==> config.mk <==
export PLATFORM = sky130hd
export DESIGN_NAME = ics_command_slave
export DESIGN_NICKNAME = d
export VERILOG_FILES = /design/src/hdl/ics_pkg.sv /design/src/hdl/ics_line_sync.sv /design/src/hdl/ics_command_slave.sv
export VERILOG_INCLUDE_DIRS = /design/src /design/src/hdl
export SDC_FILE = /design/constraint.sdc
export NUM_CORES = 1
export LEC_CHECK = 0
export ABC_AREA = 1
export BUFFER_PORTS_ARGS = -buffer_cell sky130_fd_sc_hd__buf_2
export CAP_MARGIN = 20
export CORE_ASPECT_RATIO = 0.6
export CORE_MARGIN = 2
export CORE_UTILIZATION = 50
export CTS_CLUSTER_SIZE = 25
export DETAILED_ROUTE_END_ITERATION = 7
export GPL_TIMING_DRIVEN = 0
export PLACE_DENSITY = 0.7
export SETUP_SLACK_MARGIN = 0.2
export SLEW_MARGIN = 20
export SYNTH_ARGS = -nofsm -noshare
export SYNTH_HDL_FRONTEND = slang
export SYNTH_HIERARCHICAL = 1
export SYNTH_SLANG_ARGS = --single-unit
==> constraint.sdc <==
create_clock -name i_clk -period 3.4 [get_ports i_clk]
set_input_delay 0.51 -clock i_clk [delete_from_list [all_inputs] [get_ports i_clk]]
set_output_delay 0.51 -clock i_clk [all_outputs]
set_load 0.01 [all_outputs]
==> src/hdl/ics_map.svh <==
// Named constants for the command slave: command codes and counts.
// Assumes inclusion by bare name from the command slave sources.
`ifndef ICS_MAP_SVH
`define ICS_MAP_SVH
// ****************************************************************
// Command codes carried in the low four address bits
// ****************************************************************
`define ICS_CMD_INSTRUCTION_CMD 4'h1
`define ICS_CMD_ADDR_HI 4'h2
`define ICS_CMD_ADDR_LO 4'h3
`define ICS_CMD_DIR_WR 4'h4
`define ICS_CMD_DIR_RD 4'h5
`define ICS_CMD_IDX_WR 4'h6
`define ICS_CMD_IDX_RD 4'h7
`define ICS_CMD_OFF_WR 4'h8
`define ICS_CMD_OFF_RD 4'h9
// ****************************************************************
// Counts and fixed values
// ****************************************************************
`define ICS_BIT_LAST 4'h8
`define ICS_BIT_FIRST 4'h0
`define ICS_CMD_STEP 4'h1
`define ICS_BIT_STEP 4'h1
`define ICS_OFF_STEP 8'h01
`define ICS_ZERO_BYTE 8'h00
`define ICS_ZERO_ADDR 16'h0000
`endif

==> src/hdl/ics_pkg.sv <==
// Types shared by the command slave and its line synchroniser.
// Assumes a SystemVerilog-2012 tool flow.
package ics_pkg;
  // Slave protocol states.
  typedef enum logic [2:0] {
    ICS_IDLE = 3'b000,
    ICS_ADDR = 3'b001,
    ICS_AACK = 3'b010,
    ICS_WDATA = 3'b011,
    ICS_WACK = 3'b100,
    ICS_RDATA = 3'b101,
    ICS_RACK = 3'b110,
    ICS_RHOLD = 3'b111
  } ics_state_t;
  // One access toward the internal register and memory space.
  typedef struct packed {
    logic [15:0] addr;
    logic [7:0] wdata;
    logic wr;
    logic rd;
  } ics_mem_req_t;
  // Synchronised bus lines, pads and the bus events found on them.
  typedef struct packed {
    logic scl_rise;
    logic scl_fall;
    logic start;
    logic stop;
    logic sda;
    logic adv;
    logic [2:0] chip;
  } ics_line_t;
endpackage

==> src/hdl/ics_line_sync.sv <==
// Two-flop synchronisers for the bus lines and pads, plus edge,
// start and stop detection. Assumes pins are asynchronous to i_clk.
`timescale 1ns/1ps
module ics_line_sync
  import ics_pkg::*;
#(
  parameter int CHIP_W = 3
)
(
  input wire logic i_clk,
  input wire logic i_reset,
  input wire logic i_scl,
  input wire logic i_sda,
  input wire logic [CHIP_W-1:0] i_chip,
  input wire logic i_adv,
  output ics_line_t o_line
);
  localparam int W = CHIP_W + 3;
  logic [W-1:0] s1_q;
  logic [W-1:0] s2_q;
  logic scl_old_q;
  logic sda_old_q;
  logic scl_s;
  logic sda_s;
  // ****************************************************************
  // Synchroniser; the first stage feeds only the second.
  // ****************************************************************
  always_ff @(posedge i_clk)
  begin
    if (i_reset)
    begin
      s1_q <= '1;
      s2_q <= '1;
      scl_old_q <= 1'b1;
      sda_old_q <= 1'b1;
    end
    else
    begin
      s1_q <= {i_scl, i_sda, i_adv, i_chip};
      s2_q <= s1_q;
      scl_old_q <= scl_s;
      sda_old_q <= sda_s;
    end
  end
  // Events are taken from the second stage and its delayed copy.
  assign scl_s = s2_q[W-1];
  assign sda_s = s2_q[W-2];
  assign o_line.scl_rise = scl_s & ~scl_old_q;
  assign o_line.scl_fall = ~scl_s & scl_old_q;
  assign o_line.start = scl_s & scl_old_q & sda_old_q & ~sda_s;
  assign o_line.stop = scl_s & scl_old_q & ~sda_old_q & sda_s;
  assign o_line.sda = sda_s;
  assign o_line.adv = s2_q[W-3];
  assign o_line.chip = s2_q[CHIP_W-1:0];
endmodule // ics_line_sync

==> src/hdl/ics_command_slave.sv <==
// Two-wire bus slave that turns addressed commands into accesses to
// an internal 16-bit space. Assumes the space answers a read in the
// same cycle as o_mem_req.rd, and an external open-drain pad cell.
// Function
// [RULE_01] Slave with 7-bit addressing, rates under 1 Mbit/s.
// [RULE_02] Address splits into 3-bit chip selector and 4-bit command.
// [RULE_03] Answer only when selector bits equal the chip pad value.
// [RULE_04] Each command carries exactly one parameter byte.
// [RULE_05] Command 2 loads address high byte, command 3 low byte.
// [RULE_06] Command 4 writes at the address, command 5 reads there.
// [RULE_07] Direct accesses repeat on one location until address reloads.
// [RULE_08] Commands 6 and 7 access address plus offset, then offset+1.
// [RULE_09] Command 8 loads the offset, command 9 returns it.
// [RULE_10] Command 1 issues an instruction byte; reading it gives zero.
// [RULE_11] Unused command codes cause no action.
// [RULE_12] Mode pad low repeats commands, high advances commands.
// [RULE_13] Repeat mode runs the same command for each further byte.
// [RULE_14] Advance mode runs command plus one for each further byte.
// [RULE_15] Multi-byte and single-byte sequences give identical results.
// [RULE_16] Indexed location is address plus offset, modulo 16 bits.
// [RULE_17] Acknowledge bytes; send reads MSB first; stop on master NACK.
`timescale 1ns/1ps
`include "ics_map.svh"
module ics_command_slave
  import ics_pkg::*;
(
  input wire logic i_clk,
  input wire logic i_reset,
  input wire logic i_scl,
  input wire logic i_sda,
  input wire logic [2:0] i_chip_select_code,
  input wire logic i_auto_advance_pad,
  input wire logic [7:0] i_mem_rdata,
  output logic o_sda_o,
  output logic o_sda_oe,
  output ics_mem_req_t o_mem_req,
  output logic o_instruction_cmd_valid,
  output logic [7:0] o_instruction_cmd_byte
);
  ics_line_t ev;
  ics_state_t st_q, st_d;
  logic [3:0] cnt_q, cnt_d;
  logic [7:0] sh_q, tx_q, off_q, instruction_cmd_q;
  logic [15:0] addr_q;
  logic [3:0] cmd_q, cmd_nx, prep_cmd;
  logic rw_q, ld_q, instruction_cmd_v_q;
  ics_mem_req_t mem_q;
  logic addr_done, match, rack_ok, rd_prep, wr_exec, rd_done, wack_end;
  logic shifting;

  // ****************************************************************
  // Helpers
  // ****************************************************************
  // Indexed commands add the offset; the sum wraps at 16 bits.
  function automatic logic [15:0] target(input logic [3:0] c,
    input logic [15:0] a, input logic [7:0] o);
    if (c == `ICS_CMD_IDX_WR || c == `ICS_CMD_IDX_RD)
      target = a + {8'h00, o}; // see [RULE_16]
    else
      target = a; // see [RULE_07]
  endfunction

  // Byte returned to the master for a read of command c.
  function automatic logic [7:0] read_sel(input logic [3:0] c,
    input logic [7:0] rd, input logic [7:0] o, input logic [15:0] a);
    case (c)
      `ICS_CMD_DIR_RD, `ICS_CMD_IDX_RD: read_sel = rd; // see [RULE_06]
      `ICS_CMD_OFF_RD: read_sel = o; // see [RULE_09]
      `ICS_CMD_ADDR_HI: read_sel = a[15:8];
      `ICS_CMD_ADDR_LO: read_sel = a[7:0];
      default: read_sel = `ICS_ZERO_BYTE; // see [RULE_10]
    endcase
  endfunction

  ics_line_sync #(.CHIP_W(3)) u_sync (
    .i_clk(i_clk),
    .i_reset(i_reset),
    .i_scl(i_scl),
    .i_sda(i_sda),
    .i_chip(i_chip_select_code),
    .i_adv(i_auto_advance_pad),
    .o_line(ev)
  );

  // ****************************************************************
  // Event decode
  // ****************************************************************
  // Bit counting runs on SCL rises; the phase moves on at SCL falls, except RACK, which ends on a rise.
  assign shifting = (st_q == ICS_ADDR) || (st_q == ICS_WDATA) ||
                    (st_q == ICS_RDATA);
  assign addr_done = (st_q == ICS_ADDR) && ev.scl_fall &&
                     (cnt_q == `ICS_BIT_LAST); // see [RULE_01]
  assign match = (sh_q[7:5] == ev.chip); // see [RULE_03]
  assign rack_ok = (st_q == ICS_RACK) && ev.scl_rise && !ev.sda;
  assign wr_exec = (st_q == ICS_WDATA) && ev.scl_fall &&
                   (cnt_q == `ICS_BIT_LAST); // see [RULE_04]
  assign rd_done = (st_q == ICS_RDATA) && ev.scl_fall &&
                   (cnt_q == `ICS_BIT_LAST);
  assign wack_end = (st_q == ICS_WACK) && ev.scl_fall;
  // The pad picks repeat or advance for every further byte.
  assign cmd_nx = ev.adv ? cmd_q + `ICS_CMD_STEP : cmd_q; // see [RULE_12]
  assign rd_prep = (addr_done && match && sh_q[0]) || rack_ok;
  assign prep_cmd = addr_done ? sh_q[4:1] : cmd_nx; // see [RULE_02]
  // Drive low only for acknowledge and for zero data bits.
  assign o_sda_o = 1'b0;
  assign o_sda_oe = (st_q == ICS_AACK) || (st_q == ICS_WACK) ||
                    ((st_q == ICS_RDATA) && !tx_q[7]); // see [RULE_17]
  assign o_mem_req = mem_q;
  assign o_instruction_cmd_valid = instruction_cmd_v_q;
  assign o_instruction_cmd_byte = instruction_cmd_q;

  // ****************************************************************
  // Protocol state machine
  // ****************************************************************
  // Start and stop override every phase so an aborted frame recovers.
  always_comb
  begin
    st_d = st_q;
    case (st_q)
      ICS_ADDR: if (addr_done) st_d = match ? ICS_AACK : ICS_IDLE;
      ICS_AACK: if (ev.scl_fall) st_d = rw_q ? ICS_RDATA : ICS_WDATA;
      ICS_WDATA: if (wr_exec) st_d = ICS_WACK;
      ICS_WACK: if (ev.scl_fall) st_d = ICS_WDATA;
      ICS_RDATA: if (rd_done) st_d = ICS_RACK;
      ICS_RACK:
        if (ev.scl_rise)
          st_d = ev.sda ? ICS_IDLE : ICS_RHOLD; // see [RULE_17]
      ICS_RHOLD: if (ev.scl_fall) st_d = ICS_RDATA;
      default: st_d = st_q;
    endcase
    if (ev.stop)
      st_d = ICS_IDLE;
    if (ev.start)
      st_d = ICS_ADDR;
  end

  // Bit counter restarts whenever the phase changes.
  assign cnt_d = (st_d != st_q || ev.start) ? `ICS_BIT_FIRST :
                 (ev.scl_rise && shifting) ? cnt_q + `ICS_BIT_STEP : cnt_q;

  always_ff @(posedge i_clk)
  begin
    if (i_reset)
    begin
      st_q <= ICS_IDLE;
      cnt_q <= `ICS_BIT_FIRST;
    end
    else
    begin
      st_q <= st_d;
      cnt_q <= cnt_d;
    end
  end

  // ****************************************************************
  // Byte shifters
  // ****************************************************************
  // Receive MSB first; transmit shifts on SCL falls inside a byte.
  always_ff @(posedge i_clk)
  begin
    if (i_reset)
    begin
      sh_q <= `ICS_ZERO_BYTE;
      tx_q <= `ICS_ZERO_BYTE;
      ld_q <= 1'b0;
    end
    else
    begin
      ld_q <= rd_prep;
      if (ev.scl_rise && (st_q == ICS_ADDR || st_q == ICS_WDATA))
        sh_q <= {sh_q[6:0], ev.sda};
      if (ld_q)
        tx_q <= read_sel(cmd_q, i_mem_rdata, off_q, addr_q);
      else if (ev.scl_fall && st_q == ICS_RDATA &&
               cnt_q != `ICS_BIT_LAST)
        tx_q <= {tx_q[6:0], 1'b0}; // see [RULE_17]
    end
  end

  // ****************************************************************
  // Command register and address/offset registers
  // ****************************************************************
  // Each byte of a frame behaves as its own single-byte frame would.
  always_ff @(posedge i_clk)
  begin
    if (i_reset)
    begin
      cmd_q <= `ICS_BIT_FIRST;
      rw_q <= 1'b0;
    end
    else if (addr_done)
    begin
      cmd_q <= sh_q[4:1]; // see [RULE_02]
      rw_q <= sh_q[0];
    end
    else if (wack_end || rack_ok)
      cmd_q <= cmd_nx; // see [RULE_13] see [RULE_14] see [RULE_15]
  end

  always_ff @(posedge i_clk)
  begin
    if (i_reset)
    begin
      addr_q <= `ICS_ZERO_ADDR;
      off_q <= `ICS_ZERO_BYTE;
    end
    else
    begin
      if (wr_exec && cmd_q == `ICS_CMD_ADDR_HI)
        addr_q[15:8] <= sh_q; // see [RULE_05]
      if (wr_exec && cmd_q == `ICS_CMD_ADDR_LO)
        addr_q[7:0] <= sh_q; // see [RULE_05]
      if (wr_exec && cmd_q == `ICS_CMD_OFF_WR)
        off_q <= sh_q; // see [RULE_09]
      else if ((wr_exec && cmd_q == `ICS_CMD_IDX_WR) ||
               (rd_done && cmd_q == `ICS_CMD_IDX_RD))
        off_q <= off_q + `ICS_OFF_STEP; // see [RULE_08]
    end
  end

  // ****************************************************************
  // Access and instruction strobes
  // ****************************************************************
  // Unused codes reach none of these strobes.
  always_ff @(posedge i_clk)
  begin
    if (i_reset)
    begin
      mem_q <= '0;
      instruction_cmd_v_q <= 1'b0;
      instruction_cmd_q <= `ICS_ZERO_BYTE;
    end
    else
    begin
      mem_q.wr <= wr_exec && (cmd_q == `ICS_CMD_DIR_WR ||
                  cmd_q == `ICS_CMD_IDX_WR); // see [RULE_06] see [RULE_11]
      mem_q.rd <= rd_prep && (prep_cmd == `ICS_CMD_DIR_RD ||
                  prep_cmd == `ICS_CMD_IDX_RD); // see [RULE_08]
      if (wr_exec)
      begin
        mem_q.addr <= target(cmd_q, addr_q, off_q);
        mem_q.wdata <= sh_q;
      end
      else if (rd_prep)
        mem_q.addr <= target(prep_cmd, addr_q, off_q);
      instruction_cmd_v_q <= wr_exec && cmd_q == `ICS_CMD_INSTRUCTION_CMD; // see [RULE_10]
      if (wr_exec && cmd_q == `ICS_CMD_INSTRUCTION_CMD)
        instruction_cmd_q <= sh_q;
    end
  end
endmodule // ics_command_slave

# Yosys cells after proc, flatten, opt, wreduce, memory -nomap -nowiden

Index checks and enable logic that the tools add are counted.

$add $sub $neg: 4
Equality and inequality tests: 23
Mux-type cells: 26
Bitwise operators: 11
Reductions and logical operators: 43

Operators with widths:

| kind                | count |
|---|---|
| $mux 16             | 4 |
| $mux 3              | 11 |
| $mux 8              | 4 |
| $pmux 8 s4          | 1 |
| $eq 4x3->1 const B  | 7 |
| $logic_and 1x1->1   | 23 |
| $pmux 3 s7          | 1 |
| $add 16x8->16       | 1 |
| $mux 4              | 4 |
| $eq 3x3->1 const B  | 4 |
| $eq 4x4->1 const B  | 3 |
| $logic_or 1x1->1    | 12 |
| $add 4x1->4 const B | 2 |
| $add 8x1->8 const B | 1 |
| $eq 4x2->1 const B  | 2 |
| $reduce_bool 2->1   | 4 |
| $and 1x1->1         | 7 |
| $eq 3x2->1 const B  | 2 |
| $eq 4x1->1 const B  | 1 |
| $ne 4x4->1 const B  | 1 |
| $not 1->1           | 4 |
| $reduce_or 2->1     | 2 |
| $eq 3x1->1 const B  | 1 |
| $eq 3x3->1          | 1 |
| other kinds (3)     | 4 |

Register bits: 102
Logic and storage cells: 127

# Longest topological paths before layout

Gate-level depths: netlist of the first run.

Word-level depth: 11
Mapped depth: 15

# Hierarchy

Netlist of the first run, hierarchy kept.

By module, submodules not included:

| module            | times used | cells each | area each (um^2) |
|---|---|---|---|
| ics_command_slave | 1          | 805        | 5358.9 |
| ics_line_sync     | 1          | 46         | 456.7 |

# Least setup slack after synthesis of the first run

Ideal clock, no wire load.

Path kind: reg-to-reg
Start: register off_q[0]
End: register mem_q (netlist bit o_mem_req[20])
Setup time: 117 ps
Arrival time: 1834 ps
Path slack: 1449 ps
Cell stages (with the launch flop): 16
Path through: dfxtp_1 -> ha_1 -> inv_1 -> fa_1 -> inv_1 -> nand3_1 -> nand2_1 -> nand2_1 -> nand2_1 -> nand2_1 -> nand2_1 -> nand2_1 -> nand4_1 -> nand3_1 -> nor2_1 -> nor2_1

Longest elaborated chain between the ends: 4
Elaborated cells on any way between the ends: 5
Those cells by class: 1 x add/sub; 4 x mux

Ends and longest elaborated chain:

| item                     | line                     | source |
|---|---|---|
| start: declaration       | ics_command_slave.sv:43  | `logic [7:0] sh_q, tx_q, off_q, instruction_cmd_q;` |
| start signal: assignment | ics_command_slave.sv:205 | `` off_q <= `ICS_ZERO_BYTE; `` |
| start signal: assignment | ics_command_slave.sv:214 | `off_q <= sh_q;` |
| start signal: assignment | ics_command_slave.sv:217 | `` off_q <= off_q + `ICS_OFF_STEP; `` |
| $add 16x8->16 (*)        | ics_command_slave.sv:58  | `target = a + {8'h00, o};` |
| $mux 16                  | ics_command_slave.sv:57  | `` if (c == `ICS_CMD_IDX_WR \|\| c == `ICS_CMD_IDX_RD) `` |
| $mux 16                  | ics_command_slave.sv:244 | `else if (rd_prep)` |
| $mux 16 (*)              | ics_command_slave.sv:239 | `if (wr_exec)` |
| end: declaration         | ics_command_slave.sv:47  | `ics_mem_req_t mem_q;` |

Mark *: on every way between the ends. The rest lies on a longest branch, timed or not. The select of a mux whose other input is x is not followed.
A chain may end at the register's enable or synchronous reset.

==> results of run 1 <==
## kinds of logic after synthesis
family,synth area share
buf+inv,0.106
compound gates,0.157
simple gates,0.318
other cells,0.000645
fa+ha+maj,0.0357
mux,0.00194
xor+xnor,0.0301
flops,0.351
## worst register-to-register path, cell delays in order, from the launching register on
cell	delay (ns)
dfxtp_1	0.36
inv_1	0.05
nor2_1	0.55
inv_2	0.09
nor2_2	0.20
nand2_1	0.13
o31ai_2	0.59
nor2_1	0.30
nand2_1	0.12
a31oi_1	0.07
## power by group
| group | internal [W] | total (W) | switching, W | leakage (nW) |
|---|---|---|---|---|
| logic | 0.0000245 | 0.0000700 | 0.0000454 | 1.98 |
| clock network | 0.000538 | 0.00105 | 0.000514 | 0.149 |
| registers | 0.00120 | 0.00121 | 0.00000464 | 0.825 |
| total | 0.00176 | 0.00233 | 0.000564 | 2.95 |
## layout by cell type, fill, tap and decap left out, types with 2 or more instances in the layout
cell type  instances
o2111ai_1          4
o21ai_0           50
nand4_1           12
a31oi_1           11
xor2_1            12
or2_1             12
nand3_1           59
buf_2             61
nor3_1             5
nand2_1          218
inv_6              3
buf_4              9
xnor2_1            8
a211oi_1          26
ha_1              15
clkbuf_1          15
nor2_1            79
o21a_1             4
buf_6              2
a21oi_1           46
o211ai_1           3
nand2_2            2
inv_1            100
clkbuf_16          9
o22ai_1            3
nand3_4            2
nor2_4             2
nand3b_1           5
dfxtp_1          102
inv_2              8
nor2_2             5
## layout make-up
type / count / area (um^2)
Clock inverter: 6 / 62.6
Sequential cell: 102 / 2040
Buffer: 38 / 205
Timing Repair Buffer: 51 / 255
Fill cell: 1146 / 4760
Tap cell: 160 / 200
Multi-Input combinational cell: 602 / 3160
Clock buffer: 10 / 239
Inverter: 109 / 412
## flip-flops by register name, indices dropped and copies added (netlist names), 3 cells and up
| name | flops |
|---|---|
| addr_q | 16 |
| cmd_q | 4 |
| cnt_q | 4 |
| o_instruction_cmd_byte | 8 |
| o_mem_req | 26 |
| off_q | 8 |
| sh_q | 8 |
| st_q | 3 |
| tx_q | 8 |
| u_sync/s1_q | 6 |
| u_sync/s2_q | 6 |
## final timing paths
check / to / slack (ns) / depth (start not counted)
max reg2reg: off_q[0] / 0.78 / 9
max: off_q[0] / 0.78 / 9
min reg2reg: u_sync/s2_q[0] / 0.41 / 1
min: u_sync/s1_q[5] / 0.33 / 2
## metrics by stage
| stage | hold WS (ns) | cell area (um^2) |
|---|---|---|
| after global placement | 0.386 | 6270 |
| after global routing | 0.325 | 6570 |
| final | 0.326 | 6570 |
| after detailed placement | 0.390 | 6270 |
| after CTS | 0.320 | 6570 |
| after floorplan | 0.383 | 5820 |
## routing by layer
layer / routed length (um) / share of wire / vias up
met5: 0 / 0 / -
met4: 159 / 0.0097 / 0
met3: 1830 / 0.11 / 19
met2: 5750 / 0.35 / 227
met1: 8670 / 0.53 / 2552
li1: - / - / 2892
==> metrics.csv, run 1 <==
metric,value,unit
path_class,flop to flop,
core,11300,um^2
setup_tns,0,ns
setup_viol,0,
hpwl,12600,um
post_cts_resize_count,0,
drtIter0Drc,502,
critPathMaxStageDelay,0.59,ns
reg2reg_from,u_sync/scl_old_q,
async_reset_ff_frac,0,
finalPower,0.00233,W
pwr_density_cell,354,nW/um^2
yosys_warnings,6,
synth_area_per_cell,6.83,um^2
cap_viol_max_count,0,
area_growth,13.0,%
die_area,12500,um^2
slew_headroom,0.515,
grt_max_degree,20,
ys_seq_area_frac,0.351,
boundaryPins,53,
slew_viol_final,0,
cts.sinks,102,
synthTopCellsByCount,"nand2_1, dfxtp_1, inv_1",
yosysTopAreaCell,dfxtp_1,
crit_fanout,9,
ant_nets,0,
rsz0062_at_grt,false,
crit_family,simple AND/OR/NAND/NOR gates,
grt_pass1_wl,26400,um
critPathCaptureType,flop,
clock_latency,0.36,ns
fin_cells,1078,
synth_cells,851,
initial_core_util,0.513,
synth_area,5820,um^2
ys_types,51,
cts_buffers,9,
required,3.61,ns
critical-path-slowest-cell,o31ai_2,
finalWirelength,16400,um
met3_usage,0.0629,
root_buffer,clkbuf_16,
place_inst,1062,
syn_nets,883,
port_buffers,51,
clock_path_buffers,2,
ys_ff_latch,102,
cts.clk_slew.worst_paths,0.08,ns
fin_crit_sh,0.770,
fmax,382,MHz
period_needed,2.62,ns
drtPass1Iterations,6,
viasPerCell,5.28,
postCtsSetupBuffers,0,
grtUsageMet2,0.340,
cts_tree,built,
grt_overflow,0,
drc,0,
grt_util_met1,0.454,
ctsHoldBuffers,0,
crit_chain,"inv_1, nor2_1, inv_2, nor2_2, nand2_1, o31ai_2, nor2_1, nand2_1, a31oi_1",
die_height,87.5,um
hold_viol,0,
antenna_cells,0,
worst_slack,0.783,ns
num_rows,30,
first_global_vias,4849,
hp-start,i_scl,
final_util,0.580,
synth_flop_cell,dfxtp_1,
busiest_layer,met1,
h-tree-depth,3,
track_usage,0.272,
gp_congestion,0.951,
outcome,"finished, final reports clean",
vias,5690,
crit_arrival,2.82,ns
cp_num_buf_inv,2,
yosysMostFrequentCell,nand2_1,
hold_class,primary input to flop,
leakage,2.95,nW
synth.top_cell.area_share,0.351,
crit_start,u_sync/scl_old_q,
clock_skew,0.0126,ns
synthTopCellsByArea,"dfxtp_1, nand2_1, inv_1",
tightest_slew,0.725,ns
antenna_found_initial,0,
nNetsFinal,945,
place_ws,0.865,ns
die_w,143,um
routedWlPerCell,15.2,um
cp-start-kind,flop,
synth_edf_count,0,
peakVddDrop,0.277,mV
layout-drive-gt1-share,0.129,
Note: power is estimated with default switching activity, not from simulation.
==> run 2: changes to the inputs <==
--- a/config.mk
+++ b/config.mk
@@ -6,7 +6,7 @@
 export SDC_FILE = /design/constraint.sdc
 export NUM_CORES = 1
 export LEC_CHECK = 0
-export ABC_AREA = 1
+export ABC_AREA = 0
 export BUFFER_PORTS_ARGS = -buffer_cell sky130_fd_sc_hd__buf_2
 export CAP_MARGIN = 20
 export CORE_ASPECT_RATIO = 0.6
@@ -15,7 +15,7 @@
 export CTS_CLUSTER_SIZE = 25
 export DETAILED_ROUTE_END_ITERATION = 7
 export GPL_TIMING_DRIVEN = 0
-export PLACE_DENSITY = 0.7
+export PLACE_DENSITY = 0.73
 export SETUP_SLACK_MARGIN = 0.2
 export SLEW_MARGIN = 20
 export SYNTH_ARGS = -nofsm -noshare
==> constraint.sdc (replaced) <==
create_clock -name i_clk -period 2.2 [get_ports i_clk]
set_input_delay 0.33 -clock i_clk [delete_from_list [all_inputs] [get_ports i_clk]]
set_output_delay 0.33 -clock i_clk [all_outputs]
set_load 0.01 [all_outputs]
==> run 2 against run 1 <==
Compared with the run above: count of clock-buffer cells in the layout decreased by 1; synthesized cell count down 24%; hold slack worse by 0.18 ns; via count fell by 0.11%; the flow now finishes with violations (setup timing); highest routed layer unchanged; clock power up 62%.
==> metrics.csv, run 2 <==
metric,value,unit,change
async_reset_ff_frac,0,,unchanged
ctsHoldBuffers,0,,unchanged
cts_buffers,9,,unchanged
first_global_vias,5045,,was 4849
rsz0062_at_grt,true,,was false
clock_power_share,0.462,,was 0.452
clock_skew,0.00659,ns,was 0.0126 ns
synthTopCellsByArea,"dfxtp_1, a21oi_1, nand2_1",,"was dfxtp_1, nand2_1, inv_1"
r2r_end,o_mem_req[22],,was off_q[0]
grt_max_degree,20,,unchanged
layout_common_cells,"dfxtp_1, nand2_1, buf_4, buf_2, a21oi_1",,"was nand2_1, dfxtp_1, inv_1, nor2_1, buf_2"
slew_viol_final,0,,unchanged
initial_core_util,0.521,,was 0.513
power.net_switching,0.000878,W,was 0.000564 W
crit_fanout,5,,was 9
p_comb_frac,0.036,,was 0.030
synth_edf_count,0,,unchanged
die_w,136,um,was 143 um
p_int,0.00281,W,was 0.00176 W
holdPathStages,2,,unchanged
pwr_density_cell,516,nW/um^2,was 354 nW/um^2
peakVddDrop,0.434,mV,was 0.277 mV
fin_cells,902,,was 1078
r2r_cells,8,,was 9
grt_pass1_wl,26800,um,was 26400 um
synth_flop_cell,dfxtp_1,,unchanged
die_height,83.1,um,was 87.5 um
worst_slack,-0.0472,ns,was 0.783 ns
ys_seq_area_frac,0.391,,was 0.351
setup_tns,-0.0847,ns,was 0 ns
critical-path-slowest-cell,or4_4,,was o31ai_2
hold_end,u_sync/s1_q[4],,was u_sync/s1_q[5]
drc,0,,unchanged
synth.top_cell.area_share,0.391,,was 0.351
place_ws,-0.532,ns,was 0.865 ns
seq_power_share,0.502,,was 0.518
num_rows,28,,was 30
crit_arrival,2.52,ns,was 2.82 ns
cts.sinks,102,,unchanged
grt_overflow,0,,unchanged
drtPass1Iterations,5,,was 6
crit_chain,"buf_4, ha_1, o21ai_0, o22ai_1, and4_4, nor2_4, or4_4, a311oi_2",,"was inv_1, nor2_1, inv_2, nor2_2, nand2_1, o31ai_2, nor2_1, nand2_1, a31oi_1"
synth_area_per_cell,8.12,um^2,was 6.83 um^2
hold_viol,0,,unchanged
hp-start,i_sda,,was i_scl
finalWirelength,18400,um,was 16400 um
period_needed,2.25,ns,was 2.62 ns
ys_ff_latch,102,,unchanged
synth_cells,643,,was 851
slew_headroom,0.484,,was 0.515
leakage,2.78,nW,was 2.95 nW
yosysMostFrequentCell,dfxtp_1,,was nand2_1
layout-drive-gt1-share,0.352,,was 0.129
clock_latency,0.36,ns,about the same
setup_viol,5,,was 0
critPathCaptureType,flop,,unchanged
cap_viol_max_count,0,,unchanged
cp-start-kind,flop,,unchanged
die_area,11300,um^2,was 12500 um^2
syn_nets,675,,was 883
fmax,445,MHz,was 382 MHz
place_inst,829,,was 1062
cts.clk_slew.worst_paths,0.08,ns,about the same
final_util,0.713,,was 0.580
tightest_slew,0.774,ns,was 0.725 ns
yosysTopAreaCell,dfxtp_1,,unchanged
synthTopCellsByCount,"dfxtp_1, nand2_1, a21oi_1",,"was nand2_1, dfxtp_1, inv_1"
routedWlPerCell,20.4,um,was 15.2 um
hold_class,primary input to flop,,unchanged
switching_share,0.238,,was 0.242
viasPerCell,6.30,,was 5.28
fin_crit_sh,1.02,,was 0.770
track_usage,0.303,,was 0.272
antenna_cells,0,,unchanged
outcome,"complete, but fails checks",,"was finished, final reports clean"
antenna_found_initial,0,,unchanged
layout_commonest_cell,dfxtp_1,,was nand2_1
drtIter0Drc,985,,was 502
nNetsFinal,794,,was 945
largest_reg_flops,26,,unchanged
port_buffers,51,,unchanged
root_buffer,clkbuf_16,,unchanged
reg2reg_from,cmd_q[1],,was u_sync/scl_old_q
violations,setup timing,,
core,10000,um^2,was 11300 um^2
required,2.47,ns,was 3.61 ns
cts_tree,built,,unchanged
gp_congestion,0.965,,was 0.951
regToRegSetupSlack,-0.05,ns,was 0.78 ns
cp_num_buf_inv,1,,was 2
area_growth,36.9,%,was 13.0%
path_class,flop to flop,,unchanged
h-tree-depth,3,,unchanged
critPathMaxStageDelay,0.48,ns,was 0.59 ns
crit_family,simple AND/OR/NAND/NOR gates,,unchanged
boundaryPins,53,,unchanged
vias,5684,,was 5690
ys_types,64,,was 51
hpwl,11500,um,was 12600 um
yosys_warnings,6,,unchanged
ant_nets,0,,unchanged
synth_area,5220,um^2,was 5820 um^2
clock_path_buffers,2,,unchanged
run 2: changes by cell type in the layout (fill, tap and decap cells not counted), sizes merged, moves of 8 or more:
cell / delta
clkbuf: +11
a22oi: +18
nand3: -33
a211oi: -15
xor2: -8
o21ai: -16
nand2: -145
inv: -89
or3: +9
buf: +55
a21oi: +20
nand4: -11
mux2i: +20
nor2: -34
run 2: final cells by class:
| type | count | area [um^2] |
|---|---|---|
| Multi-Input combinational cell | 473 | 3420 |
| Fill cell | 709 | 2870 |
| Sequential cell | 102 | 2080 |
| Timing Repair Buffer | 108 | 763 |
| Buffer | 48 | 322 |
| Clock buffer | 9 | 225 |
| Tap cell | 135 | 169 |
| Clock inverter | 7 | 87.6 |
| Inverter | 20 | 75.1 |
run 2: timing repair:
action / CTS / global route
cloned: 1 / 1
gates resized for setup: 116 / 81
endpoints found under the setup margin: 79 / 73
pin swaps: 26 / 38
buffers inserted: 33 / 22
endpoints found under the hold margin: 0 / 0
run 2: cells by family after synthesis:
logic type / after synthesis / synth area share
AOI/OAI and AO/OA: 184 / 0.222
xor gates and xnor gates: 11 / 0.0185
adders and majority gates: 16 / 0.0398
buffers and inverters: 68 / 0.0568
DFF: 102 / 0.391
muxes: 21 / 0.0405
other: 1 / 0.000719
and+or+nand+nor: 240 / 0.230
run 2: how the worst max path moves through the flow:
stage | to | depth (start not counted) | startpoint | slack, ns
2_1_floorplan | o_mem_req[22] | 8 | cmd_q[0] | 0.02
3_3_place_gp | o_mem_req[22] | 8 | cmd_q[0] | -0.45
5_1_grt | o_mem_req[22] | 8 | cmd_q[1] | -0.14
3_5_place_dp | o_mem_req[18] | 8 | u_sync/scl_old_q | -0.53
6_report | o_mem_req[22] | 8 | cmd_q[1] | -0.05
4_1_cts | o_mem_req[22] | 9 | cmd_q[0] | -0.01
run 2: metal layers:
layer  track usage  up-vias  part of all wire
met5             0        -                 0
met1         0.422     2676              0.42
met4        0.0909        0             0.032
met2         0.438      394              0.42
met3         0.111       73              0.12
li1              -     2541                 -
run 2: through the flow:
step	hold WS [ns]	total power [W]	cell area (um^2)
after global routing	0.150	0.00377	7150
after floorplan	0.383	0.00196	5290
after detailed placement	0.395	0.00200	5710
after global placement	0.386	0.00200	5710
final	0.146	0.00369	7150
after CTS	0.143	0.00367	6690
run 2: worst reg2reg max path: cells and delay by family (launching register included):
kind,cells,cell delay (ns)
buf+inv,1,0.14
simple gates,3,0.89
fa+ha+maj,1,0.24
flops,1,0.38
compound gates,3,0.52
run 2: power by group through the flow:
stage | clock network (W) | logic (W) | registers (W)
finish | 0.00170 | 0.000132 | 0.00185
floorplan | 0 | 0.0000631 | 0.00190
detailed placement | 0 | 0.000103 | 0.00190
CTS | 0.00170 | 0.000113 | 0.00185
global placement | 0 | 0.0000999 | 0.00190
global route | 0.00178 | 0.000139 | 0.00185
